$ cat config.mk
export PLATFORM = sky130hd
export DESIGN_NAME = radio_spi_command_decoder
export DESIGN_NICKNAME = d
export VERILOG_FILES = /design/src/spi_cmd_pkg.sv /design/src/radio_spi_command_decoder.sv
export SDC_FILE = /design/constraint.sdc
export NUM_CORES = 1
export LEC_CHECK = 0
export ABC_AREA = 1
export BUFFER_PORTS_ARGS = -buffer_cell sky130_fd_sc_hd__buf_2
export CORE_MARGIN = 8
export CORE_UTILIZATION = 45
export CTS_CLUSTER_SIZE = 20
export DETAILED_ROUTE_END_ITERATION = 8
export PLACE_DENSITY = 0.73
export SLEW_MARGIN = 30
export SYNTH_ARGS = -nofsm -noshare
export SYNTH_HDL_FRONTEND = slang
export SYNTH_SLANG_ARGS = --single-unit
export TNS_END_PERCENT = 30
$ cat constraint.sdc
create_clock -name core_clk -period 2.12 [get_ports core_clk]
set_input_delay 0.106 -clock core_clk [delete_from_list [all_inputs] [get_ports core_clk]]
set_output_delay 0.106 -clock core_clk [all_outputs]
set_load 0.01 [all_outputs]
$ cat src/spi_cmd_pkg.sv
// Purpose: constants and types for the radio spi command decoder
// Assumes: spi mode 0, host is the spi master, one command byte per frame
// Notes:
// Operation
// - every command starts at a chip-select falling edge; each such edge restarts decoding
// - status byte shifts out on miso while the command byte shifts in
// - command byte msb first; data bytes lsbyte first, msb first within each
// - register read command returns one to five bytes, least significant byte first
// - register write command accepted only in power-down or standby
// - rx payload read returns up to 32 bytes from byte 0, then pops payload
// - tx payload write loads up to 32 bytes, always from byte 0
// - tx flush command has no data and empties the tx fifo
// - rx flush command has no data and empties the rx fifo
// - payload reuse stays active until a tx payload write or tx flush
// - width read command returns one byte, width of the rx fifo head payload
// - ack payload write for pipes 0 to 5 only, up to 32 bytes from byte 0
// - at most three ack payloads pending; same-pipe payloads kept in order
// - no-ack tx write loads payload sent without automatic_acknowledge
// - no_operation_cmd changes nothing and only returns status
// - width read, ack write and no-ack write need their feature enables set
// - multi-byte registers lsbyte first; early end leaves higher bytes unchanged
// - status pipe field updates on the interrupt falling edge
// - interrupt output is active low, driven by three maskable sources
package spi_cmd_pkg;

   localparam logic [2:0] CMD_REG_RD_TOP   = 3'h0;
   localparam logic [2:0] CMD_REG_WR_TOP   = 3'h1;
   localparam logic [4:0] CMD_ACK_WR_TOP   = 5'h15;
   localparam logic [7:0] CMD_RX_RD        = 8'h61;
   localparam logic [7:0] CMD_RX_WID       = 8'h60;
   localparam logic [7:0] CMD_TX_WR        = 8'ha0;
   localparam logic [7:0] CMD_NOACK_WR     = 8'hb0;
   localparam logic [7:0] CMD_FLUSH_TX     = 8'he1;
   localparam logic [7:0] CMD_FLUSH_RX     = 8'he2;
   localparam logic [7:0] CMD_REUSE        = 8'he3;
   localparam logic [7:0] CMD_NOP          = 8'hff;

   localparam logic [5:0] REG_MAX_BYTES    = 6'h05;
   localparam logic [5:0] PL_MAX_BYTES     = 6'h20;
   localparam logic [5:0] BYTE_CNT_MAX     = 6'h3f;
   localparam logic [2:0] ACK_PIPE_MAX     = 3'h5;
   localparam logic [1:0] ACK_PENDING_MAX  = 2'h3;
   localparam logic [2:0] BIT_LAST         = 3'h7;

   localparam logic [1:0] PL_KIND_TX       = 2'h0;
   localparam logic [1:0] PL_KIND_ACK      = 2'h1;
   localparam logic [1:0] PL_KIND_NOACK    = 2'h2;

   localparam logic [2:0] PIPE_RESET       = 3'h7;
   localparam logic [2:0] SCK_SYNC_RESET   = 3'h0;
   localparam logic [2:0] CSN_SYNC_RESET   = 3'h7;
   localparam int unsigned ENTRY_WIDTH     = 14;

   typedef enum logic [3:0] {
      OP_IGNORE, OP_REG_RD, OP_REG_WR, OP_RX_RD, OP_RX_WID, OP_TX_WR, OP_ACK_WR,
      OP_NOACK_WR, OP_FLUSH_TX, OP_FLUSH_RX, OP_REUSE, OP_NOP
   } op_e;

   typedef enum logic [1:0] {ST_IDLE, ST_CMD, ST_DATA} state_e;

endpackage

$ cat src/radio_spi_command_decoder.sv
// Purpose: spi slave command decoder for a packet radio
// Assumes: spi mode 0; sck, csn_n, mosi asynchronous to core_clk, sck well below core_clk/8
// Notes: payload bytes leave through a small buffer; a word refused when full flags overrun
`timescale 1ns/1ps
module radio_spi_command_decoder #(
   parameter int unsigned BUF_DEPTH = 2,
   parameter int unsigned BUF_WIDTH = 14
) (
   input  wire logic       core_clk,
   input  wire logic       rst,
   input  wire logic       sck,
   input  wire logic       csn_n,
   input  wire logic       mosi,
   output logic            miso,
   output logic            miso_oe,
   input  wire logic [7:0] status_in,
   input  wire logic [2:0] rx_pipe_in,
   input  wire logic [2:0] irq_src,
   input  wire logic [2:0] irq_mask,
   output logic            irq_n,
   input  wire logic       standby_or_pd,
   input  wire logic       feat_dyn_width_en,
   input  wire logic       feat_ack_pay_en,
   input  wire logic       feat_noack_en,
   input  wire logic [1:0] ack_pending,
   output logic [4:0]      reg_addr,
   output logic [2:0]      reg_rd_idx,
   input  wire logic [7:0] reg_rd_data,
   output logic            reg_wr_valid,
   output logic [2:0]      reg_wr_idx,
   output logic [7:0]      reg_wr_data,
   output logic [4:0]      rx_idx,
   input  wire logic [7:0] rx_rd_data,
   input  wire logic [5:0] rx_head_width,
   output logic            rx_pop,
   output logic            flush_tx,
   output logic            flush_rx,
   output logic            reuse_active,
   output logic            pl_valid,
   input  wire logic       pl_ready,
   output logic [7:0]      pl_data,
   output logic [1:0]      pl_kind,
   output logic [2:0]      pl_pipe,
   output logic            pl_end,
   output logic            spi_overrun
);

   localparam int unsigned PW = (BUF_DEPTH > 1) ? $clog2(BUF_DEPTH) : 1;

   if (BUF_DEPTH < 2 || BUF_WIDTH != spi_cmd_pkg::ENTRY_WIDTH) begin : g_bad_param
      $error("buffer needs depth of two or more and a fourteen bit entry");
   end

   function automatic spi_cmd_pkg::op_e decode(input logic [7:0] c, input logic wr_ok,
                                               input logic wid_en, input logic ack_en,
                                               input logic noack_en, input logic [1:0] pend);
      spi_cmd_pkg::op_e op;
      op = spi_cmd_pkg::OP_IGNORE;
      if (c[7:5] == spi_cmd_pkg::CMD_REG_RD_TOP) begin
         op = spi_cmd_pkg::OP_REG_RD;
      end else if (c[7:5] == spi_cmd_pkg::CMD_REG_WR_TOP && wr_ok) begin
         op = spi_cmd_pkg::OP_REG_WR;
      end else if (c == spi_cmd_pkg::CMD_RX_RD) begin
         op = spi_cmd_pkg::OP_RX_RD;
      end else if (c == spi_cmd_pkg::CMD_RX_WID && wid_en) begin
         op = spi_cmd_pkg::OP_RX_WID;
      end else if (c == spi_cmd_pkg::CMD_TX_WR) begin
         op = spi_cmd_pkg::OP_TX_WR;
      end else if (c[7:3] == spi_cmd_pkg::CMD_ACK_WR_TOP && ack_en &&
                   c[2:0] <= spi_cmd_pkg::ACK_PIPE_MAX &&
                   pend < spi_cmd_pkg::ACK_PENDING_MAX) begin
         op = spi_cmd_pkg::OP_ACK_WR;
      end else if (c == spi_cmd_pkg::CMD_NOACK_WR && noack_en) begin
         op = spi_cmd_pkg::OP_NOACK_WR;
      end else if (c == spi_cmd_pkg::CMD_FLUSH_TX) begin
         op = spi_cmd_pkg::OP_FLUSH_TX;
      end else if (c == spi_cmd_pkg::CMD_FLUSH_RX) begin
         op = spi_cmd_pkg::OP_FLUSH_RX;
      end else if (c == spi_cmd_pkg::CMD_REUSE) begin
         op = spi_cmd_pkg::OP_REUSE;
      end else if (c == spi_cmd_pkg::CMD_NOP) begin
         op = spi_cmd_pkg::OP_NOP;
      end
      return op;
   endfunction

   // pin synchronisers: bit0 first stage, bit1 synced, bit2 previous
   logic [2:0] sck_q, csn_q, mosi_q;
   always_ff @(posedge core_clk) begin
      if (rst) begin
         sck_q  <= spi_cmd_pkg::SCK_SYNC_RESET;
         csn_q  <= spi_cmd_pkg::CSN_SYNC_RESET;
         mosi_q <= 3'h0;
      end else begin
         sck_q  <= {sck_q[1:0], sck};
         csn_q  <= {csn_q[1:0], csn_n};
         mosi_q <= {mosi_q[1:0], mosi};
      end
   end

   spi_cmd_pkg::state_e state_q;
   spi_cmd_pkg::op_e    op_q;
   logic [2:0] bit_cnt_q, pipe_q, reg_wr_idx_q;
   logic [5:0] byte_cnt_q;
   logic [6:0] shift_in_q;
   logic [7:0] shift_out_q, reg_wr_data_q;
   logic [4:0] addr_q;
   logic       oe_q, load_pend_q, end_pend_q, overrun_q, irq_n_q, reuse_q;
   logic       reg_wr_valid_q, rx_pop_q, flush_tx_q, flush_rx_q;

   wire sck_rise  = sck_q[1] & ~sck_q[2];
   wire sck_fall  = ~sck_q[1] & sck_q[2];
   wire csn_fall  = ~csn_q[1] & csn_q[2];
   wire csn_rise  = csn_q[1] & ~csn_q[2];
   wire byte_done = sck_rise & ~csn_q[1] & (state_q != spi_cmd_pkg::ST_IDLE) &
                    (bit_cnt_q == spi_cmd_pkg::BIT_LAST);
   wire [7:0] byte_val = {shift_in_q, mosi_q[1]};
   wire cmd_done  = byte_done & (state_q == spi_cmd_pkg::ST_CMD);
   wire data_done = byte_done & (state_q == spi_cmd_pkg::ST_DATA);
   wire [7:0] status_byte = {status_in[7:4], pipe_q, status_in[0]};
   spi_cmd_pkg::op_e dec_op;
   assign dec_op = decode(byte_val, standby_or_pd, feat_dyn_width_en, feat_ack_pay_en,
                          feat_noack_en, ack_pending);

   // next byte on miso for read commands
   wire [7:0] rd_byte =
      (op_q == spi_cmd_pkg::OP_REG_RD && byte_cnt_q < spi_cmd_pkg::REG_MAX_BYTES) ?
         reg_rd_data :
      (op_q == spi_cmd_pkg::OP_RX_RD && byte_cnt_q < spi_cmd_pkg::PL_MAX_BYTES) ?
         rx_rd_data :
      (op_q == spi_cmd_pkg::OP_RX_WID && byte_cnt_q == 6'h00) ?
         {2'h0, rx_head_width} : 8'h00;

   wire is_pl = (op_q == spi_cmd_pkg::OP_TX_WR) || (op_q == spi_cmd_pkg::OP_ACK_WR) ||
                (op_q == spi_cmd_pkg::OP_NOACK_WR);
   wire [1:0] kind = (op_q == spi_cmd_pkg::OP_ACK_WR)   ? spi_cmd_pkg::PL_KIND_ACK :
                     (op_q == spi_cmd_pkg::OP_NOACK_WR) ? spi_cmd_pkg::PL_KIND_NOACK :
                                                          spi_cmd_pkg::PL_KIND_TX;
   wire push_data = data_done & is_pl & (byte_cnt_q < spi_cmd_pkg::PL_MAX_BYTES);
   wire in_ready;
   wire in_valid = end_pend_q | push_data;
   wire [13:0] in_entry = end_pend_q ? {1'b1, kind, addr_q[2:0], 8'h00} :
                                       {1'b0, kind, addr_q[2:0], byte_val};
   wire end_commit = end_pend_q & in_ready;
   wire lost = push_data & (end_pend_q | ~in_ready);

   always_ff @(posedge core_clk) begin
      if (rst) begin
         state_q <= spi_cmd_pkg::ST_IDLE;
         op_q <= spi_cmd_pkg::OP_IGNORE;
         bit_cnt_q <= 3'h0;
         byte_cnt_q <= 6'h00;
         shift_in_q <= 7'h00;
         shift_out_q <= 8'h00;
         addr_q <= 5'h00;
         oe_q <= 1'b0;
         load_pend_q <= 1'b0;
      end else if (csn_fall) begin
         state_q <= spi_cmd_pkg::ST_CMD;
         op_q <= spi_cmd_pkg::OP_IGNORE;
         bit_cnt_q <= 3'h0;
         byte_cnt_q <= 6'h00;
         shift_out_q <= status_byte;
         oe_q <= 1'b1;
         load_pend_q <= 1'b0;
      end else if (csn_rise) begin
         state_q <= spi_cmd_pkg::ST_IDLE;
         oe_q <= 1'b0;
      end else begin
         if (sck_rise && state_q != spi_cmd_pkg::ST_IDLE) begin
            shift_in_q <= byte_val[6:0];
            bit_cnt_q <= bit_cnt_q + 3'h1;
         end
         if (cmd_done) begin
            state_q <= spi_cmd_pkg::ST_DATA;
            op_q <= dec_op;
            addr_q <= byte_val[4:0];
         end
         if (data_done && byte_cnt_q != spi_cmd_pkg::BYTE_CNT_MAX) begin
            byte_cnt_q <= byte_cnt_q + 6'h01;
         end
         if (byte_done) begin
            load_pend_q <= 1'b1;
         end else if (sck_fall) begin
            load_pend_q <= 1'b0;
         end
         if (sck_fall && state_q != spi_cmd_pkg::ST_IDLE) begin
            shift_out_q <= load_pend_q ? rd_byte : {shift_out_q[6:0], 1'b0};
         end
      end
   end

   // side effects of commands
   always_ff @(posedge core_clk) begin
      if (rst) begin
         reg_wr_valid_q <= 1'b0;
         reg_wr_idx_q <= 3'h0;
         reg_wr_data_q <= 8'h00;
         rx_pop_q <= 1'b0;
         flush_tx_q <= 1'b0;
         flush_rx_q <= 1'b0;
         reuse_q <= 1'b0;
         end_pend_q <= 1'b0;
         overrun_q <= 1'b0;
         pipe_q <= spi_cmd_pkg::PIPE_RESET;
         irq_n_q <= 1'b1;
      end else begin
         reg_wr_valid_q <= data_done && op_q == spi_cmd_pkg::OP_REG_WR &&
                           byte_cnt_q < spi_cmd_pkg::REG_MAX_BYTES;
         if (data_done) begin
            reg_wr_idx_q <= byte_cnt_q[2:0];
            reg_wr_data_q <= byte_val;
         end
         rx_pop_q <= csn_rise && op_q == spi_cmd_pkg::OP_RX_RD &&
                     byte_cnt_q != 6'h00;
         flush_tx_q <= cmd_done && dec_op == spi_cmd_pkg::OP_FLUSH_TX;
         flush_rx_q <= cmd_done && dec_op == spi_cmd_pkg::OP_FLUSH_RX;
         if (cmd_done && dec_op == spi_cmd_pkg::OP_REUSE) begin
            reuse_q <= 1'b1;
         end else if ((cmd_done && dec_op == spi_cmd_pkg::OP_FLUSH_TX) ||
                      (end_commit && op_q == spi_cmd_pkg::OP_TX_WR)) begin
            reuse_q <= 1'b0;
         end
         if (csn_rise && is_pl && byte_cnt_q != 6'h00) begin
            end_pend_q <= 1'b1;
         end else if (in_ready) begin
            end_pend_q <= 1'b0;
         end
         if (lost) begin
            overrun_q <= 1'b1;
         end else if (csn_fall) begin
            overrun_q <= 1'b0;
         end
         irq_n_q <= ~|(irq_src & ~irq_mask);
         if (irq_n_q && |(irq_src & ~irq_mask)) begin
            pipe_q <= rx_pipe_in;
         end
      end
   end

   // two-entry payload buffer, order kept per pipe
   logic [BUF_WIDTH-1:0] mem_q [BUF_DEPTH];
   logic [PW-1:0] wr_ptr_q, rd_ptr_q;
   logic [PW:0]   count_q;
   wire do_push = in_valid & in_ready;
   wire do_pop  = pl_valid & pl_ready;
   assign in_ready = (count_q < (PW+1)'(BUF_DEPTH));
   assign pl_valid = (count_q != '0);
   always_ff @(posedge core_clk) begin
      if (rst) begin
         wr_ptr_q <= '0;
         rd_ptr_q <= '0;
         count_q <= '0;
      end else begin
         if (do_push) begin
            mem_q[wr_ptr_q] <= in_entry;
            wr_ptr_q <= (wr_ptr_q == PW'(BUF_DEPTH - 1)) ? '0 : wr_ptr_q + 1'b1;
         end
         if (do_pop) begin
            rd_ptr_q <= (rd_ptr_q == PW'(BUF_DEPTH - 1)) ? '0 : rd_ptr_q + 1'b1;
         end
         count_q <= count_q + (PW+1)'(do_push) - (PW+1)'(do_pop);
      end
   end
   wire [BUF_WIDTH-1:0] head = mem_q[rd_ptr_q];

   assign miso = shift_out_q[7];
   assign miso_oe = oe_q;
   assign irq_n = irq_n_q;
   assign reg_addr = addr_q;
   assign reg_rd_idx = byte_cnt_q[2:0];
   assign reg_wr_valid = reg_wr_valid_q;
   assign reg_wr_idx = reg_wr_idx_q;
   assign reg_wr_data = reg_wr_data_q;
   assign rx_idx = byte_cnt_q[4:0];
   assign rx_pop = rx_pop_q;
   assign flush_tx = flush_tx_q;
   assign flush_rx = flush_rx_q;
   assign reuse_active = reuse_q;
   assign pl_data = head[7:0];
   assign pl_pipe = head[10:8];
   assign pl_kind = head[12:11];
   assign pl_end = head[13];
   assign spi_overrun = overrun_q;

   a_status_load: assert property (@(posedge core_clk) disable iff (rst)
      csn_fall |=> (shift_out_q == $past(status_byte)) && miso_oe)
      else $error("status byte not loaded at frame start");
   a_frame_restart: assert property (@(posedge core_clk) disable iff (rst)
      csn_fall |=> state_q == spi_cmd_pkg::ST_CMD && bit_cnt_q == 3'h0 && byte_cnt_q == 6'h00)
      else $error("frame did not restart on chip-select fall");
   a_regwr_mode: assert property (@(posedge core_clk) disable iff (rst)
      reg_wr_valid |-> $past(op_q == spi_cmd_pkg::OP_REG_WR) && reg_wr_idx < 3'h5)
      else $error("register write outside allowed op or byte range");
   a_flush_clears: assert property (@(posedge core_clk) disable iff (rst)
      flush_tx |-> !reuse_active)
      else $error("reuse stayed active after tx flush");
   a_ack_pipe: assert property (@(posedge core_clk) disable iff (rst)
      do_push && in_entry[12:11] == spi_cmd_pkg::PL_KIND_ACK |-> in_entry[10:8] <= 3'h5)
      else $error("ack payload pushed for an invalid pipe");
   a_pop_cause: assert property (@(posedge core_clk) disable iff (rst)
      rx_pop |-> $past(csn_rise) && op_q == spi_cmd_pkg::OP_RX_RD)
      else $error("rx pop without a finished payload read");
   a_irq_level: assert property (@(posedge core_clk) disable iff (rst)
      ##1 irq_n == !$past(|(irq_src & ~irq_mask)))
      else $error("interrupt output does not follow unmasked sources");
   a_nop_quiet: assert property (@(posedge core_clk) disable iff (rst)
      (op_q == spi_cmd_pkg::OP_NOP || op_q == spi_cmd_pkg::OP_IGNORE) ##1
      (op_q == spi_cmd_pkg::OP_NOP || op_q == spi_cmd_pkg::OP_IGNORE) |->
      !reg_wr_valid && !rx_pop && !do_push)
      else $error("no-operation frame changed state");
   a_buf_bound: assert property (@(posedge core_clk) disable iff (rst)
      count_q == (PW+1)'(BUF_DEPTH) |-> !in_ready)
      else $error("full buffer still accepts");

endmodule

# Yosys cells after proc, flatten, opt, wreduce, memory -nomap -nowiden
# Memory sizes are Yosys's and may differ from the RTL's. A register that Yosys moved wholly into a read port is not among the register bits.
# Index checks and enable logic that the tools add are counted.
# Widths: inputs -> output; s select.
[op_classes]
addsub = 6
magnitude_cmp = 5
n_eq_ne = 25
muxes = 41
n_bitwise = 26
n_reduce_logical = 49
[op_table]
columns = ["cell", "n"]
rows = [
  ["$eq 8x8->1 const B", 6],
  ["$mux 8", 6],
  ["$mux 4", 11],
  ["$logic_and 1x1->1", 23],
  ["$mux 1", 20],
  ["$eq 4x3->1 const B", 4],
  ["$eq 8x7->1 const B", 2],
  ["$reduce_bool 2->1", 8],
  ["$and 1x1->1", 15],
  ["$mux 14", 1],
  ["$eq 4x4->1 const B", 3],
  ["$reduce_and 2->1", 5],
  ["$eq 4x2->1 const B", 2],
  ["$not 1->1", 7],
  ["$add 6x1->6 const B", 1],
  ["$logic_not 6->1", 1],
  ["$lt 6x3->1 const B", 1],
  ["$lt 6x6->1 const B", 1],
  ["$mux 6", 1],
  ["$ne 6x6->1 const B", 1],
  ["$reduce_and 3->1", 2],
  ["$reduce_bool 6->1", 1],
  ["$reduce_or 3->1", 2],
  ["$eq 5x5->1 const B", 1],
  ["21 further kinds", 27],
]
[word_totals]
regBits = 71
mem_bits_rw = 28
inputBits = 51
out_inout_bits = 48
wordCells = 180
n_memories = 1
[mem_list]
columns = ["memory", "depth", "width", "rd", "rd_ports_with_merged_regs", "wr", "line", "source"]
rows = [
  ["mem_q", 2, 14, 1, 1, 1, "radio_spi_command_decoder.sv:242", "logic [BUF_WIDTH-1:0] mem_q [BUF_DEPTH];"],
]

# Logic depth before layout (Yosys ltp)
[depth]
depth_word = 17
depth_mapped = 13
ltp_nobuf = 13

# Least setup slack after synthesis
# No wires, ideal clock.
[synth_path]
kind = "reg2reg"
start = "register bit_cnt_q[0]"
end = "memory mem_q[1][0], enable pin"
setup_ns = 0.384
arrival_time_ns = 1.962
required_time_ns = 1.736
setup_slack_ns = -0.226
stages_incl_launch_ff = 9
n_path_buf = 0
path_cell_list = "dfxtp_1 -> ha_1 -> ha_1 -> inv_1 -> nor2_1 -> nand4_2 -> o21ai_1 -> nand2_1 -> nor2_1"
[synth_via]
elab_chain_len = 10
[synth_rtl]
columns = ["item", "line", "source"]
rows = [
  ["start: declaration", "radio_spi_command_decoder.sv:103", "logic [2:0] bit_cnt_q, pipe_q, reg_wr_idx_q;"],
  ["start signal: assignment", "radio_spi_command_decoder.sv:172", "bit_cnt_q <= bit_cnt_q + 3'h1;"],
  ["$eq 3x3->1", "radio_spi_command_decoder.sv:116", "(bit_cnt_q == spi_cmd_pkg::BIT_LAST);"],
  ["$and 1x1->1", "radio_spi_command_decoder.sv:115", "wire byte_done = sck_rise & ~csn_q[1] & (state_q != spi_cmd_pkg::ST_IDLE) &"],
  ["$and 1x1->1", "radio_spi_command_decoder.sv:119", "wire data_done = byte_done & (state_q == spi_cmd_pkg::ST_DATA);"],
  ["$and 1x1->1 (2 in series)", "radio_spi_command_decoder.sv:139", "wire push_data = data_done & is_pl & (byte_cnt_q < spi_cmd_pkg::PL_MAX_BYTES);"],
  ["$or 1x1->1", "radio_spi_command_decoder.sv:141", "wire in_valid = end_pend_q | push_data;"],
  ["$and 1x1->1", "radio_spi_command_decoder.sv:245", "wire do_push = in_valid & in_ready;"],
  ["$mux 1", "radio_spi_command_decoder.sv:255", "if (do_push) begin"],
  ["$mux 1", "radio_spi_command_decoder.sv:250", "if (rst) begin"],
  ["$mux 1 (not written as such)", "radio_spi_command_decoder.sv:256", "mem_q[wr_ptr_q] <= in_entry;"],
  ["end: declaration", "radio_spi_command_decoder.sv:242", ""],
]
# Every way passes these cells.

# Final worst setup path
[layout_path]
start = "register bit_cnt_q[1]"
end = "register count_q[1]"
[layout_via]
elab_chain_len = 9
[layout_rtl]
columns = ["item", "line", "source"]
rows = [
  ["$eq 3x3->1", "radio_spi_command_decoder.sv:116", ""],
  ["$and 1x1->1", "radio_spi_command_decoder.sv:115", ""],
  ["$and 1x1->1", "radio_spi_command_decoder.sv:119", ""],
  ["$and 1x1->1 (2 in series)", "radio_spi_command_decoder.sv:139", ""],
  ["$or 1x1->1", "radio_spi_command_decoder.sv:141", ""],
  ["$and 1x1->1", "radio_spi_command_decoder.sv:245", ""],
  ["$add 2x1->2", "radio_spi_command_decoder.sv:262", "count_q <= count_q + (PW+1)'(do_push) - (PW+1)'(do_pop);"],
  ["$sub 2x1->2", "radio_spi_command_decoder.sv:262", ""],
  ["end signal: assignment", "radio_spi_command_decoder.sv:262", ""],
  ["end: declaration", "radio_spi_command_decoder.sv:244", "logic [PW:0] count_q;"],
]
# Every way passes these cells.
# A chain may end at the register's enable or synchronous reset.

==> results.json <==
{
  "vias": 4021,
  "p_per_area_nw_per_um2": 657,
  "yosysWarnings": 0,
  "status": "complete, no violations",
  "cp_max_fo": 2,
  "met1_usage_pct": 18.2,
  "die_y_um": 117,
  "critPathLaunchType": "register",
  "cap_violations": 0,
  "drt_iter0_markers": 223,
  "htree_num_levels": 3,
  "critPathRequiredTime_ps": 2430,
  "rows": 37,
  "cts.sinks": 100,
  "synth_edf_count": 28,
  "cts_buffers": 9,
  "fmax_mhz": 490,
  "final_cell_count_no_fill": 827,
  "synthFlopType": "dfxtp_1",
  "slew-limit-headroom_pct": 58.1,
  "hold_viol_final": 0,
  "viasPerCell": 4.86,
  "routed_wl_um": 10900,
  "path_class": "register to register",
  "clk_path_buf_depth": 2,
  "drt_pass1_iterations": 4,
  "grt_pass1_vias": 3937,
  "avgSynthCellArea_sq_um": 7.97,
  "clock_latency_ps": 370,
  "ioPinCount": 99,
  "hold_path_class": "input pin to register",
  "yosys_register_bits": 100,
  "clock_skew_ps": 15.7,
  "utilization_pct": 55.2,
  "final_nets": 747,
  "synth_fp_nets": 643,
  "overflow": 0,
  "wl_per_cell_um": 13.2,
  "setup_violations": 0,
  "ys_types": 31,
  "grt_pass1_wl_um": 18200,
  "core_sq_um": 10200,
  "grt_max_degree": 26,
  "use_met3_pct": 3.88,
  "die_area_sq_um": 13800,
  "start_util_pct": 45.5,
  "leakage_nw": 2.57,
  "antenna_cells": 0,
  "worst_pin_slew_ps": 627,
  "remaining_drc_errors": 0,
  "portBuffers": 95,
  "root_buffer": "clkbuf_8",
  "cts_tree": "done",
  "yosysSeqAreaShare_pct": 49.2,
  "maxSlewViolCount": 0,
  "antenna_found_initial": 0,
  "gp_congestion": 0.904,
  "vdd_drop_max_mv": 0.346,
  "rsz0062_at_grt": "true",
  "async_reset_ff_share_pct": 0,
  "area_delta_synth_final_pct": 21.2,
  "synth_cells": 582,
  "busiest_layer": "met2",
  "dp.cells": 802,
  "clkTransAtPathRegs_ps": 100,
  "arrival_ps": 2350,
  "holdWs_ps": 23.5,
  "end_kind": "register",
  "dp_hpwl_um": 8200,
  "ff2ff_path_depth": 13,
  "ant_nets": 0,
  "die_width_um": 117,
  "min_period_ps": 2040,
  "min_period_over_period_pct": 96.3,
  "hold_path_depth": 3,
  "track_usage_pct": 15.7,
  "synth.cell_area_sq_um": 4640,
  "drive_gt1_share_pct": 23.7,
  "grt_use_met2_pct": 27.7
}
metal layers:
metal	vias up	wire length (um)
met2	99	5290
met4	0	160
met3	14	565
li1	2074	-
met1	1834	4890
met5	-	0
state kept, by name (all words and copies together) (netlist names), 4 cells and up, named ones only:
name	flops
reg_addr	5
shift_out_q	8
op_q	4
mem_q	28
reg_wr_data	8
byte_cnt_q	6
shift_in_q	7
stage by stage:
step	worst slack (ps)	cell area (sq um)	total power (W)	setup TNS (ps)
3_3_place_gp	49.5	5280	0.00240	0
6_report	77.9	5620	0.00369	0
3_5_place_dp	-11.9	5280	0.00241	-11.9
4_1_cts	31.2	5580	0.00373	0
2_1_floorplan	1.88	4650	0.00227	0
5_1_grt	-60.5	5620	0.00385	-60.5
critical path: stages (launching register included):
cell	delay, ps
dfxtp_2	360
ha_4	140
ha_4	120
inv_2	40
nor2_4	120
nand4_4	90
o21ai_2	170
nand2_1	90
ha_1	270
inv_1	60
ha_2	160
xor2_1	180
o21ai_1	90
a21oi_1	120
path summary, 6_finish.rpt:
check | start | end | slack [ps]
max | bit_cnt_q[1] | count_q[1] | 80
min | status_in[5] | shift_out_q[5] | 20
max reg2reg | bit_cnt_q[1] | count_q[1] | 80
min reg2reg | sck_q[0] | sck_q[1] | 410
cell usage after synthesis (10+ instances only):
library cell	n	area share (%)
mux2_2	14	3.4
nor2_1	67	5.4
clkbuf_1	11	0.89
nand2_1	103	8.3
nor3_1	10	1.1
a21oi_1	58	6.3
nand3_1	28	3.0
edfxtp_1	28	18
o21ai_0	44	4.8
ha_1	10	2.7
buf_4	12	1.9
inv_1	89	7.2
dfxtp_1	72	31
kinds of logic (layout without fill, tap and decap cells):
kind of cell	after synthesis	after routing	share of synthesized area, %
mux	14	14	3.40
flops	100	100	49.2
buf+inv	116	225	10.4
fa+ha+maj	10	10	2.70
simple gates	228	228	21.2
xor+xnor	5	5	0.945
compound gates	109	109	12.1
where the power goes:
| part | leakage [nW] | switching [W] | internal, W |
|---|---|---|---|
| Clock | 0.112 | 0.000730 | 0.000580 |
| Combinational | 1.64 | 0.000176 | 0.000164 |
| Sequential | 0.816 | 0.0000430 | 0.00200 |
placed cells by master, fill, tap and decap left out, drive strengths merged, types with 2 or more instances in the layout:
| master | netlist | routed |
|---|---|---|
| buf | 14 | 110 |
| nand2 | 104 | 104 |
| inv | 90 | 93 |
| nor2 | 73 | 73 |
| dfxtp | 72 | 72 |
| a21oi | 58 | 58 |
| o21ai | 45 | 45 |
| nand3 | 29 | 29 |
| edfxtp | 28 | 28 |
| mux2 | 14 | 14 |
| nor3 | 10 | 10 |
| ha | 10 | 10 |
| clkbuf | 11 | 9 |
| dlygate4sd3 | 0 | 8 |
| nand4 | 6 | 6 |
| xor2 | 5 | 5 |
| or2 | 4 | 4 |
| clkinv | 1 | 4 |
| o211ai | 2 | 2 |
| nor4 | 2 | 2 |
repair_timing:
item,in CTS,in global routing
endpoints found under the setup margin,1,9
buffers inserted,0,1
hold buffers,8,0
resized for setup,1,10
hold endpoints to repair,8,0
pin swaps,0,7
area by class of cell:
class / count / area (sq um)
flip-flops and latches: 100 / 2280
repair buffers: 118 / 681
well taps: 136 / 170
inverters: 91 / 342
clock buffers: 9 / 124
multi-input cells: 366 / 1920
clock inverters: 7 / 93.8
fillers: 963 / 4570
Note: power is estimated with default switching activity, not from simulation.
